**src/logic/lapt_pkg.sv**
```systemverilog
package lapt_pkg;

	// Register byte offsets
	localparam logic [7:0] REG_CTRL   = 8'h00;
	localparam logic [7:0] REG_DWELL  = 8'h04;
	localparam logic [7:0] REG_LENGTH = 8'h08;
	localparam logic [7:0] REG_XPOS   = 8'h0C;
	localparam logic [7:0] REG_YPOS   = 8'h10;
	localparam logic [7:0] REG_IMG_W  = 8'h14;
	localparam logic [7:0] REG_IMG_H  = 8'h18;
	localparam logic [7:0] REG_STATUS = 8'h1C;
	localparam logic [7:0] REG_TCODE  = 8'h20;

	// Control register fields
	localparam int CTL_AUTO  = 0;
	localparam int CTL_LOOP  = 1;
	localparam int CTL_DWELL = 2;
	localparam int CTL_PMODE = 4;
	localparam int CTL_TCSZ  = 6;
	localparam int CTL_FMT   = 8;

	// Status register fields
	localparam int STS_STATE = 16;
	localparam int STS_LOCK  = 20;
	localparam int STS_DROP  = 21;

	localparam int FRAME_W = 14;
	localparam int WIDTH_W = 17;
	localparam logic [FRAME_W-1:0] MAX_FRAMES  = 14'h2710;
	localparam logic [WIDTH_W-1:0] MAX_W_INTL  = 17'h08000;
	localparam logic [WIDTH_W-1:0] MAX_W_PROG  = 17'h10000;
	localparam logic [FRAME_W-1:0] RST_LENGTH  = 14'h0001;
	localparam logic [15:0]        RST_DWELL   = 16'h0000;

	typedef enum logic [2:0] {
		FMT_480I59  = 3'h0,
		FMT_576I50  = 3'h1,
		FMT_1080I59 = 3'h2,
		FMT_1080I50 = 3'h3,
		FMT_SF23    = 3'h4,
		FMT_SF24    = 3'h5,
		FMT_720P50  = 3'h6,
		FMT_720P59  = 3'h7
	} lapt_fmt_e;

	// Highest displayed frame count per format
	localparam logic [6:0] FF_MAX_59I = 7'h1D;
	localparam logic [6:0] FF_MAX_50I = 7'h18;
	localparam logic [6:0] FF_MAX_SF  = 7'h17;
	localparam logic [6:0] FF_MAX_50P = 7'h31;
	localparam logic [6:0] FF_MAX_59P = 7'h3B;

	// Active raster sizes
	localparam logic [WIDTH_W-1:0] SCR_W_SD  = 17'h002D0;
	localparam logic [WIDTH_W-1:0] SCR_W_HD  = 17'h00780;
	localparam logic [WIDTH_W-1:0] SCR_W_720 = 17'h00500;
	localparam logic [15:0]        SCR_H_480 = 16'h01E6;
	localparam logic [15:0]        SCR_H_576 = 16'h0240;
	localparam logic [15:0]        SCR_H_HD  = 16'h0438;
	localparam logic [15:0]        SCR_H_720 = 16'h02D0;

	// Gray along IDLE, PLAY, DWELL, HOLD
	typedef enum logic [1:0] {
		SEQ_IDLE  = 2'h0,
		SEQ_PLAY  = 2'h1,
		SEQ_DWELL = 2'h3,
		SEQ_HOLD  = 2'h2
	} lapt_seq_e;

	typedef struct packed {
		logic        auto_start;
		logic        loop;
		logic        dwell_en;
		logic [15:0] dwell;
		logic [15:0] xpos;
		logic [15:0] ypos;
	} lapt_clip_s;

	typedef struct packed {
		logic       drop;
		logic [6:0] hh;
		logic [6:0] mm;
		logic [6:0] ss;
		logic [6:0] ff;
	} lapt_tc_s;

	typedef struct packed {
		logic            dashes;
		logic            drop;
		logic [1:0]      size;
		logic [7:0][3:0] digits;
	} lapt_ovl_s;

endpackage

```
**src/logic/lapt_core.sv**
```systemverilog
// Function
// - Auto start on: every take to air restarts at the first frame.
// - Auto start off: a take to air leaves playback untouched.
// - Looping on: after the last frame wrap to the first, forever.
// - Looping off: play once, then keep showing the last frame.
// - Dwell on: hold the last frame for the set frame count first.
// - Auto start plus looping: each new take restarts, then keeps looping.
// - Field play mode acts only on interlaced formats.
// - Position clamped on screen; full-screen images ignore position.
// - Crop width to 32768 interlaced, 65536 progressive.
// - Animations up to 10000 frames long.
// - Clip without stored settings keeps the current play settings.
// - No timecode input: overlay shows dashes.
// - Overlay shows hours, minutes, seconds, frames and drop-frame flag.
// - Interlaced 59.94 formats count frames 00 to 29.
// - Interlaced 50 formats count frames 00 to 24.
// - Segmented 23.98 and 24 formats count frames 00 to 23.
// - 720p 50 counts frames 00 to 49.
// - 720p 59.94 counts frames 00 to 59.
// - Progressive: advance displayed frame count on every output frame.
// - Overlay character size: large, medium or small.
//
// Our own choices: the register addresses and the APB register port.
`timescale 1ns/10ps
module lapt_core (
	input  wire logic               I_CLOCK,
	input  wire logic               I_RST_N,
	input  wire logic               I_PSEL,
	input  wire logic               I_PENABLE,
	input  wire logic               I_PWRITE,
	input  wire logic [7:0]         I_PADDR,
	input  wire logic [31:0]        I_PWDATA,
	output logic [31:0]             O_PRDATA,
	output logic                    O_PREADY,
	output logic                    O_PSLVERR,
	input  wire logic               I_FRAME_SYNC,
	input  wire logic               I_TAKE,
	input  wire logic               I_CLIP_LOAD,
	input  wire logic               I_CLIP_HAS_CFG,
	input  wire lapt_pkg::lapt_clip_s I_CLIP_CFG,
	input  wire logic [13:0]        I_CLIP_LEN,
	input  wire logic [16:0]        I_CLIP_W,
	input  wire logic [15:0]        I_CLIP_H,
	input  wire logic               I_LTC_LOCK,
	input  wire logic               I_LTC_STB,
	input  wire lapt_pkg::lapt_tc_s I_LTC_TC,
	output logic [13:0]             O_FRAME_IDX,
	output logic                    O_PLAYING,
	output logic [15:0]             O_XPOS,
	output logic [15:0]             O_YPOS,
	output logic [16:0]             O_CROP_W,
	output logic [15:0]             O_CROP_H,
	output logic [1:0]              O_PLAY_MODE,
	output lapt_pkg::lapt_ovl_s     O_OVERLAY
);

	function automatic logic is_intl(input logic [2:0] f);
		return f <= 3'(lapt_pkg::FMT_1080I50);
	endfunction

	function automatic logic is_prog(input logic [2:0] f);
		return f >= 3'(lapt_pkg::FMT_720P50);
	endfunction

	function automatic logic [6:0] ff_max(input logic [2:0] f);
		case (f)
			3'(lapt_pkg::FMT_480I59), 3'(lapt_pkg::FMT_1080I59): return lapt_pkg::FF_MAX_59I;
			3'(lapt_pkg::FMT_576I50), 3'(lapt_pkg::FMT_1080I50): return lapt_pkg::FF_MAX_50I;
			3'(lapt_pkg::FMT_720P50): return lapt_pkg::FF_MAX_50P;
			3'(lapt_pkg::FMT_720P59): return lapt_pkg::FF_MAX_59P;
			default: return lapt_pkg::FF_MAX_SF;
		endcase
	endfunction

	function automatic logic [7:0] to_bcd(input logic [6:0] v);
		logic [6:0] t;
		logic [6:0] u;
		t = v / 7'h0A;
		u = v % 7'h0A;
		return {t[3:0], u[3:0]};
	endfunction

	// Register state
	logic [31:0]        ctrl_q;
	logic [15:0]        dwell_q;
	logic [13:0]        len_q;
	logic [15:0]        xpos_q;
	logic [15:0]        ypos_q;
	logic [16:0]        img_w_q;
	logic [15:0]        img_h_q;

	logic               wr_en;
	logic               rd_hit;
	logic [31:0]        rd_data;
	logic [2:0]         fmt;
	logic [13:0]        wr_len;

	assign fmt = ctrl_q[lapt_pkg::CTL_FMT +: 3];
	assign wr_en = I_PSEL & I_PENABLE & O_PREADY & I_PWRITE;

	// Lengths beyond the supported maximum are held at the maximum
	always_comb begin
		wr_len = I_PWDATA[13:0];
		if (I_PWDATA[31:0] > 32'(lapt_pkg::MAX_FRAMES)) begin
			wr_len = lapt_pkg::MAX_FRAMES;
		end
	end

	// No wait state: pready rises in the first access cycle
	always_ff @(posedge I_CLOCK or negedge I_RST_N) begin
		if (!I_RST_N) begin
			O_PREADY  <= 1'b0;
			O_PSLVERR <= 1'b0;
			O_PRDATA  <= 32'h0000_0000;
		end else begin
			O_PREADY  <= I_PSEL & ~I_PENABLE & ~O_PREADY;
			O_PSLVERR <= I_PSEL & ~I_PENABLE & ~O_PREADY & ~rd_hit;
			if (I_PSEL & ~I_PENABLE & ~O_PREADY & ~I_PWRITE) begin
				O_PRDATA <= rd_data;
			end
		end
	end

	// Settings: clip load wins over a bus write in the same cycle
	always_ff @(posedge I_CLOCK or negedge I_RST_N) begin
		if (!I_RST_N) begin
			ctrl_q  <= 32'h0000_0000;
			dwell_q <= lapt_pkg::RST_DWELL;
			xpos_q  <= 16'h0000;
			ypos_q  <= 16'h0000;
		end else if (I_CLIP_LOAD) begin
			if (I_CLIP_HAS_CFG) begin
				ctrl_q[lapt_pkg::CTL_AUTO]  <= I_CLIP_CFG.auto_start;
				ctrl_q[lapt_pkg::CTL_LOOP]  <= I_CLIP_CFG.loop;
				ctrl_q[lapt_pkg::CTL_DWELL] <= I_CLIP_CFG.dwell_en;
				dwell_q <= I_CLIP_CFG.dwell;
				xpos_q  <= I_CLIP_CFG.xpos;
				ypos_q  <= I_CLIP_CFG.ypos;
			end
		end else if (wr_en) begin
			case (I_PADDR)
				lapt_pkg::REG_CTRL:  ctrl_q  <= I_PWDATA & 32'h0000_07F7;
				lapt_pkg::REG_DWELL: dwell_q <= I_PWDATA[15:0];
				lapt_pkg::REG_XPOS:  xpos_q  <= I_PWDATA[15:0];
				lapt_pkg::REG_YPOS:  ypos_q  <= I_PWDATA[15:0];
				default: ;
			endcase
		end
	end

	// Clip geometry and length
	always_ff @(posedge I_CLOCK or negedge I_RST_N) begin
		if (!I_RST_N) begin
			len_q   <= lapt_pkg::RST_LENGTH;
			img_w_q <= 17'h00000;
			img_h_q <= 16'h0000;
		end else if (I_CLIP_LOAD) begin
			len_q   <= (I_CLIP_LEN > lapt_pkg::MAX_FRAMES) ? lapt_pkg::MAX_FRAMES
				: I_CLIP_LEN;
			img_w_q <= I_CLIP_W;
			img_h_q <= I_CLIP_H;
		end else if (wr_en) begin
			case (I_PADDR)
				lapt_pkg::REG_LENGTH: len_q   <= wr_len;
				lapt_pkg::REG_IMG_W:  img_w_q <= I_PWDATA[16:0];
				lapt_pkg::REG_IMG_H:  img_h_q <= I_PWDATA[15:0];
				default: ;
			endcase
		end
	end

	// Frame sync from the video timing: three stages, edge only when stable
	logic       fs_s1_q;
	logic       fs_s2_q;
	logic       fs_s3_q;
	logic       fs_lvl_q;
	logic       frame_stb;
	logic       lk_s1_q;
	logic       lk_s2_q;
	logic       lk_s3_q;
	logic       lock_q;

	always_ff @(posedge I_CLOCK or negedge I_RST_N) begin
		if (!I_RST_N) begin
			fs_s1_q  <= 1'b0;
			fs_s2_q  <= 1'b0;
			fs_s3_q  <= 1'b0;
			fs_lvl_q <= 1'b0;
		end else begin
			fs_s1_q <= I_FRAME_SYNC;
			fs_s2_q <= fs_s1_q;
			fs_s3_q <= fs_s2_q;
			if (fs_s2_q == fs_s3_q) begin
				fs_lvl_q <= fs_s3_q;
			end
		end
	end

	// Single per-frame strobe for every frame-rate step
	assign frame_stb = fs_s2_q & fs_s3_q & ~fs_lvl_q;

	always_ff @(posedge I_CLOCK or negedge I_RST_N) begin
		if (!I_RST_N) begin
			lk_s1_q <= 1'b0;
			lk_s2_q <= 1'b0;
			lk_s3_q <= 1'b0;
			lock_q  <= 1'b0;
		end else begin
			lk_s1_q <= I_LTC_LOCK;
			lk_s2_q <= lk_s1_q;
			lk_s3_q <= lk_s2_q;
			if (lk_s2_q == lk_s3_q) begin
				lock_q <= lk_s3_q;
			end
		end
	end

	// Sequencer
	lapt_pkg::lapt_seq_e seq_q;
	logic [13:0]         frame_q;
	logic [15:0]         dwell_cnt_q;
	logic [13:0]         last;
	logic                auto_on;
	logic                loop_on;
	logic                dwell_on;

	assign last     = (len_q == 14'h0000) ? 14'h0000 : 14'(len_q - 14'h0001);
	assign auto_on  = ctrl_q[lapt_pkg::CTL_AUTO];
	assign loop_on  = ctrl_q[lapt_pkg::CTL_LOOP];
	assign dwell_on = ctrl_q[lapt_pkg::CTL_DWELL] & (dwell_q != 16'h0000);

	// A new clip starts free-running from its first frame
	always_ff @(posedge I_CLOCK or negedge I_RST_N) begin
		if (!I_RST_N) begin
			seq_q       <= lapt_pkg::SEQ_IDLE;
			frame_q     <= 14'h0000;
			dwell_cnt_q <= 16'h0000;
		end else if (I_CLIP_LOAD) begin
			seq_q       <= lapt_pkg::SEQ_PLAY;
			frame_q     <= 14'h0000;
			dwell_cnt_q <= 16'h0000;
		end else if (I_TAKE && auto_on) begin
			seq_q       <= lapt_pkg::SEQ_PLAY;
			frame_q     <= 14'h0000;
			dwell_cnt_q <= 16'h0000;
		end else if (frame_stb) begin
			case (seq_q)
				lapt_pkg::SEQ_PLAY: begin
					if (frame_q < last) begin
						frame_q <= 14'(frame_q + 14'h0001);
					end else if (dwell_on) begin
						seq_q       <= lapt_pkg::SEQ_DWELL;
						dwell_cnt_q <= dwell_q;
					end else if (loop_on) begin
						frame_q <= 14'h0000;
					end else begin
						seq_q <= lapt_pkg::SEQ_HOLD;
					end
				end
				lapt_pkg::SEQ_DWELL: begin
					// Dwell counts whole frames spent on the last frame
					if (dwell_cnt_q > 16'h0001) begin
						dwell_cnt_q <= 16'(dwell_cnt_q - 16'h0001);
					end else if (loop_on) begin
						seq_q       <= lapt_pkg::SEQ_PLAY;
						frame_q     <= 14'h0000;
						dwell_cnt_q <= 16'h0000;
					end else begin
						seq_q       <= lapt_pkg::SEQ_HOLD;
						dwell_cnt_q <= 16'h0000;
					end
				end
				lapt_pkg::SEQ_HOLD: begin
					// Looping switched on later restarts from the top
					if (loop_on) begin
						seq_q   <= lapt_pkg::SEQ_PLAY;
						frame_q <= 14'h0000;
					end
				end
				default: ;
			endcase
		end
	end

	// Placement and crop
	logic [16:0] scr_w;
	logic [15:0] scr_h;
	logic [16:0] vis_w;
	logic [15:0] vis_h;
	logic [16:0] x_lim;
	logic [15:0] y_lim;
	logic        full;
	logic [16:0] max_w;

	always_comb begin
		case (fmt)
			3'(lapt_pkg::FMT_480I59): begin
				scr_w = lapt_pkg::SCR_W_SD;
				scr_h = lapt_pkg::SCR_H_480;
			end
			3'(lapt_pkg::FMT_576I50): begin
				scr_w = lapt_pkg::SCR_W_SD;
				scr_h = lapt_pkg::SCR_H_576;
			end
			3'(lapt_pkg::FMT_720P50), 3'(lapt_pkg::FMT_720P59): begin
				scr_w = lapt_pkg::SCR_W_720;
				scr_h = lapt_pkg::SCR_H_720;
			end
			default: begin
				scr_w = lapt_pkg::SCR_W_HD;
				scr_h = lapt_pkg::SCR_H_HD;
			end
		endcase
	end

	assign vis_w = (img_w_q > scr_w) ? scr_w : img_w_q;
	assign vis_h = (img_h_q > scr_h) ? scr_h : img_h_q;
	assign x_lim = 17'(scr_w - vis_w);
	assign y_lim = 16'(scr_h - vis_h);
	assign full  = (img_w_q >= scr_w) && (img_h_q >= scr_h);
	assign max_w = is_intl(fmt) ? lapt_pkg::MAX_W_INTL : lapt_pkg::MAX_W_PROG;

	always_ff @(posedge I_CLOCK or negedge I_RST_N) begin
		if (!I_RST_N) begin
			O_XPOS      <= 16'h0000;
			O_YPOS      <= 16'h0000;
			O_CROP_W    <= 17'h00000;
			O_CROP_H    <= 16'h0000;
			O_PLAY_MODE <= 2'h0;
			O_FRAME_IDX <= 14'h0000;
			O_PLAYING   <= 1'b0;
		end else begin
			if (full) begin
				O_XPOS <= 16'h0000;
				O_YPOS <= 16'h0000;
			end else begin
				O_XPOS <= ({1'b0, xpos_q} > x_lim) ? x_lim[15:0] : xpos_q;
				O_YPOS <= (ypos_q > y_lim) ? y_lim : ypos_q;
			end
			O_CROP_W    <= (img_w_q > max_w) ? max_w : img_w_q;
			O_CROP_H    <= img_h_q;
			O_PLAY_MODE <= is_intl(fmt) ? ctrl_q[lapt_pkg::CTL_PMODE +: 2] : 2'h0;
			O_FRAME_IDX <= frame_q;
			O_PLAYING   <= (seq_q == lapt_pkg::SEQ_PLAY);
		end
	end

	// Timecode: LTC words load it, progressive frames fill the odd counts
	lapt_pkg::lapt_tc_s tc_q;
	logic [6:0]         fmax;

	assign fmax = ff_max(fmt);

	always_ff @(posedge I_CLOCK or negedge I_RST_N) begin
		if (!I_RST_N) begin
			tc_q <= '0;
		end else if (I_LTC_STB) begin
			tc_q <= I_LTC_TC;
			if (is_prog(fmt)) begin
				tc_q.ff <= {I_LTC_TC.ff[5:0], 1'b0};
			end else if (I_LTC_TC.ff > fmax) begin
				tc_q.ff <= fmax;
			end
		end else if (frame_stb && is_prog(fmt) && (tc_q.ff < fmax)) begin
			tc_q.ff <= 7'(tc_q.ff + 7'h01);
		end
	end

	always_ff @(posedge I_CLOCK or negedge I_RST_N) begin
		if (!I_RST_N) begin
			O_OVERLAY <= '0;
		end else begin
			O_OVERLAY.dashes <= ~lock_q;
			O_OVERLAY.drop   <= tc_q.drop;
			O_OVERLAY.size   <= ctrl_q[lapt_pkg::CTL_TCSZ +: 2];
			O_OVERLAY.digits <= {to_bcd(tc_q.hh), to_bcd(tc_q.mm),
				to_bcd(tc_q.ss), to_bcd(tc_q.ff)};
		end
	end

	// Read decode
	always_comb begin
		rd_hit  = 1'b1;
		rd_data = 32'h0000_0000;
		case (I_PADDR)
			lapt_pkg::REG_CTRL:   rd_data = ctrl_q;
			lapt_pkg::REG_DWELL:  rd_data = {16'h0000, dwell_q};
			lapt_pkg::REG_LENGTH: rd_data = {18'h00000, len_q};
			lapt_pkg::REG_XPOS:   rd_data = {16'h0000, xpos_q};
			lapt_pkg::REG_YPOS:   rd_data = {16'h0000, ypos_q};
			lapt_pkg::REG_IMG_W:  rd_data = {15'h0000, img_w_q};
			lapt_pkg::REG_IMG_H:  rd_data = {16'h0000, img_h_q};
			lapt_pkg::REG_STATUS: begin
				rd_data[13:0] = frame_q;
				rd_data[lapt_pkg::STS_STATE +: 2] = seq_q;
				rd_data[lapt_pkg::STS_LOCK] = lock_q;
				rd_data[lapt_pkg::STS_DROP] = tc_q.drop;
			end
			lapt_pkg::REG_TCODE:  rd_data = {to_bcd(tc_q.hh), to_bcd(tc_q.mm),
				to_bcd(tc_q.ss), to_bcd(tc_q.ff)};
			default:              rd_hit = 1'b0;
		endcase
	end

endmodule

```
**config.mk**
```make
export PLATFORM = sky130hd
export DESIGN_NAME = lapt_core
export DESIGN_NICKNAME = d
export VERILOG_FILES = /design/src/logic/lapt_pkg.sv /design/src/logic/lapt_core.sv
export SDC_FILE = /design/constraint.sdc
export NUM_CORES = 1
export LEC_CHECK = 0
export ABC_AREA = 1
export BUFFER_PORTS_ARGS = -buffer_cell sky130_fd_sc_hd__clkbuf_2
export CAP_MARGIN = 20
export CORE_UTILIZATION = 55
export DETAILED_ROUTE_END_ITERATION = 8
export PLACE_DENSITY = 0.9
export RECOVER_POWER = 50
export SLEW_MARGIN = 0
export SYNTH_ARGS = -nofsm -noshare
export SYNTH_HDL_FRONTEND = slang
export SYNTH_SLANG_ARGS = --single-unit
```
**constraint.sdc**
```tcl
create_clock -name I_CLOCK -period 6.3 [get_ports I_CLOCK]
set_clock_uncertainty 0.1 [all_clocks]
set_input_delay 0.63 -clock I_CLOCK [delete_from_list [all_inputs] [get_ports I_CLOCK]]
set_output_delay 0.63 -clock I_CLOCK [all_outputs]
set_load 0.01 [all_outputs]
```
==> qor.yml <==
global_route:
  antenna_found_initial: 0
  grt_pass1_vias: 18400
  grt_pass1_wl_um: 106000
  grt_max_degree: 158
  grtUsageMet1_pct: 52.0
  met3_usage_pct: 8.24
  grt_util_met2_pct: 62.3
  top_usage_layer: "met2"
  grtUsageTotal_pct: 39.8
  grt_overflow: 0
pwr:
  intPower_uw: 4450
  p_leak_uw: 0.0116
  combPwrFrac_pct: 30.7
  switching_share_pct: 37.8
  pwr-share-clk_pct: 30.7
  p_per_area_nw_per_um2: 321
  peakVddDrop_v: 0.000257
  p_seq_share_pct: 38.6
  switching_power_uw: 2700
worst_setup_path:
  cp.arrival_ns: 6.26
  slowest_stage: "dfrtp_2"
  crit_path_end_kind: "flop"
  cp.required_ns: 6.62
  critPathLaunch: "ctrl_q[9]"
  cp_slowest_stage_delay_ns: 0.46
  worstReg2RegStart: "ctrl_q[9]"
  cp-start-kind: "flop"
  critical_path_class: "reg2reg"
  crit_path_frequent_cell: "nand2_1"
  timing.critical_path.buf_inv: 6
  cp_top_family: "compound AO/OA/AOI/OAI gates"
  path_max_fanout: 8
min_path:
  min_from: "I_LTC_LOCK"
  worstHoldPathType: "in2reg"
layout:
  utilization_pct: 65.9
  finalInstanceArea_um2: 22300
  area_growth_pct: 17.3
  drive_above_1_share_pct: 14.2
  final_cell_mix: "634 x nand2_1, 323 x dfrtp_1, 275 x inv_1"
  layout_commonest_cell: "nand2_1"
  antennaDiodeCount: 0
  final_nets: 3064
clock_network:
  cts_tree: "built"
  clock_tree.htree_level_count: 2
  cts_buffer_depth: 3
  clk_pin_slew_worst_paths_ns: 0.06
  cts_buffers: 36
  cts.sinks: 326
  clock_latency_ns: 0.57
  root_buffer: "clkbuf_16"
logic_synthesis:
  syn_area_per_cell_um2: 7.74
  synthTopCellsByArea: "dfrtp_1 43%, nand2_1 12%, ha_1 7.3%"
  syn_area_um2: 19000
  synth_ff_type: "dfrtp_1"
  syn_inst: 2454
  synth_top_area_share_pct: 42.8
  synth_top_area_cell: "dfrtp_1"
  syn_nets: 2744
  ys_seq_area_share_pct: 43.0
  synth_cell_type_count: 63
  ys_async_sr_fraction_pct: 100
  synth-edff-count: 0
  ys_seq_elements: 326
  yosysWarnings: 0
place:
  placedInstanceArea_um2: 21000
  hpwl_um: 53300
  finalWeightedCongestion: 0.996
  io_buffers: 329
sta:
  slew_headroom_pct: -218
  tightest_slew_ns: 4.78
  slew_violations: 149
  hold_viol_final: 0
  min_period_ns: 5.94
  fin_crit_sh_pct: 94.2
  finalSetupViolCount: 0
  max_freq_mhz: 168
outcome:
  violations: "max-capacitance violations, max-slew violations"
  status: "finished, violations left"
die:
  die_h_um: 188
  chipWidth_um: 188
  num_io_pins: 330
  core_area_um2: 33800
  start_util_pct: 56.2
  dieArea_um2: 35300
  rows: 67
routing:
  wl_um: 70400
  antenna_violating_nets_post_route: 0
  vias: 19400
  wl_per_cell_um: 21.7
  drt-initial-drc-count: 2114
  viasPerCell: 5.99
  drc_errors: 0
  dr.pass1.iters: 6
job:
  drv_cap: 2
[layout make-up]
cell class              count  area (um^2)
well taps                 448          561
repair buffers            355         1790
clock inverters            18          221
multi-input cells        1768         9480
clock buffers              43          978
inverters                 287         1080
fillers                  2902        11500
flip-flops and latches    326         8160
[repair_timing]
action / in CTS / in global routing
endpoints found under the setup margin: 3 / 32
hold buffers: 0 / 0
buffers inserted: 0 / 7
resized for setup: 1 / 16
[Yosys cell counts (12+ instances only)]
cell type	n
nand3_1	97
nor2_1	219
o22ai_1	32
ha_1	111
a22oi_1	13
dfrtp_1	325
nand2_1	628
xor2_1	31
a31oi_1	36
nor4_1	17
nor3_1	29
o211ai_1	24
o21ai_1	31
nand3b_1	14
clkbuf_1	51
buf_2	12
a21oi_1	164
nand4_1	47
o21ai_0	152
inv_1	277
nand2_2	15
[cell families after synthesis]
logic type | synth area share, %
buffers and inverters | 7.30
and+or+nand+nor | 24.6
xor gates and xnor gates | 1.89
AOI/OAI and AO/OA | 15.4
DFF | 43.0
adders and majority gates | 7.47
muxes | 0.343
[sequential cells by signal, summed over array words and instances, names as in the netlist, 2 cells and up]
signal / cells
O_OVERLAY: 36
O_PRDATA: 32
tc_q: 29
O_CROP_W: 17
img_w_q: 17
O_CROP_H: 16
O_XPOS: 16
O_YPOS: 16
dwell_cnt_q: 16
dwell_q: 16
img_h_q: 16
xpos_q: 16
ypos_q: 16
O_FRAME_IDX: 14
frame_q: 14
len_q: 14
ctrl_q: 10
O_PLAY_MODE: 2
seq_q: 2
[stage by stage]
stage	setup TNS, ns	hold WS [ns]	total power [uW]	instances	worst slack [ns]
2_1_floorplan	0	0.231	4090	2454	0.741
3_3_place_gp	0	0.233	4820	3171	0.347
3_5_place_dp	0	0.236	4880	3174	0.0165
4_1_cts	0	0.0380	7070	3235	0.0678
5_1_grt	-0.501	0.0704	7520	3245	-0.0764
6_report	0	0.0738	7150	3245	0.363
[routing by layer]
metal  vias up  wire (um)  share of wire (%)
met5         -          0                  0
met4         0       3890                5.5
met3       222       7670                 11
met2      1283      31600                 45
met1      9125      27200                 39
li1       8801          -                  -
[worst paths after layout]
check / endpoint / slack (ns) / cells past startpoint
hold reg to reg: fs_s2_q / 0.25 / 0
min in group asynchronous: O_OVERLAY[18] / 1.86 / 1
max in group asynchronous: ctrl_q[9] / 1.15 / 1
hold / removal: lk_s1_q / 0.07 / 1
setup reg to reg: O_YPOS[3] / 0.36 / 34
setup / recovery: O_YPOS[3] / 0.36 / 34
[worst reg2reg max path, delay by kind of cell (launching register included)]
kind / cells / cell delay (ns)
flops: 1 / 0.46
xor+xnor: 1 / 0.21
fa+ha+maj: 4 / 1.26
buf+inv: 6 / 1.02
compound gates: 11 / 1.76
simple gates: 12 / 1.00
[power by group through the flow]
stage / clock network [uW] / registers (uW) / logic (uW)
after floorplan: 0 / 2710 / 1380
after global placement: 0 / 2780 / 2040
after detailed placement: 0 / 2780 / 2100
after CTS: 2200 / 2750 / 2130
after global routing: 2290 / 2790 / 2450
final: 2200 / 2760 / 2200
No activity file was read; power rests on OpenSTA's default activity.
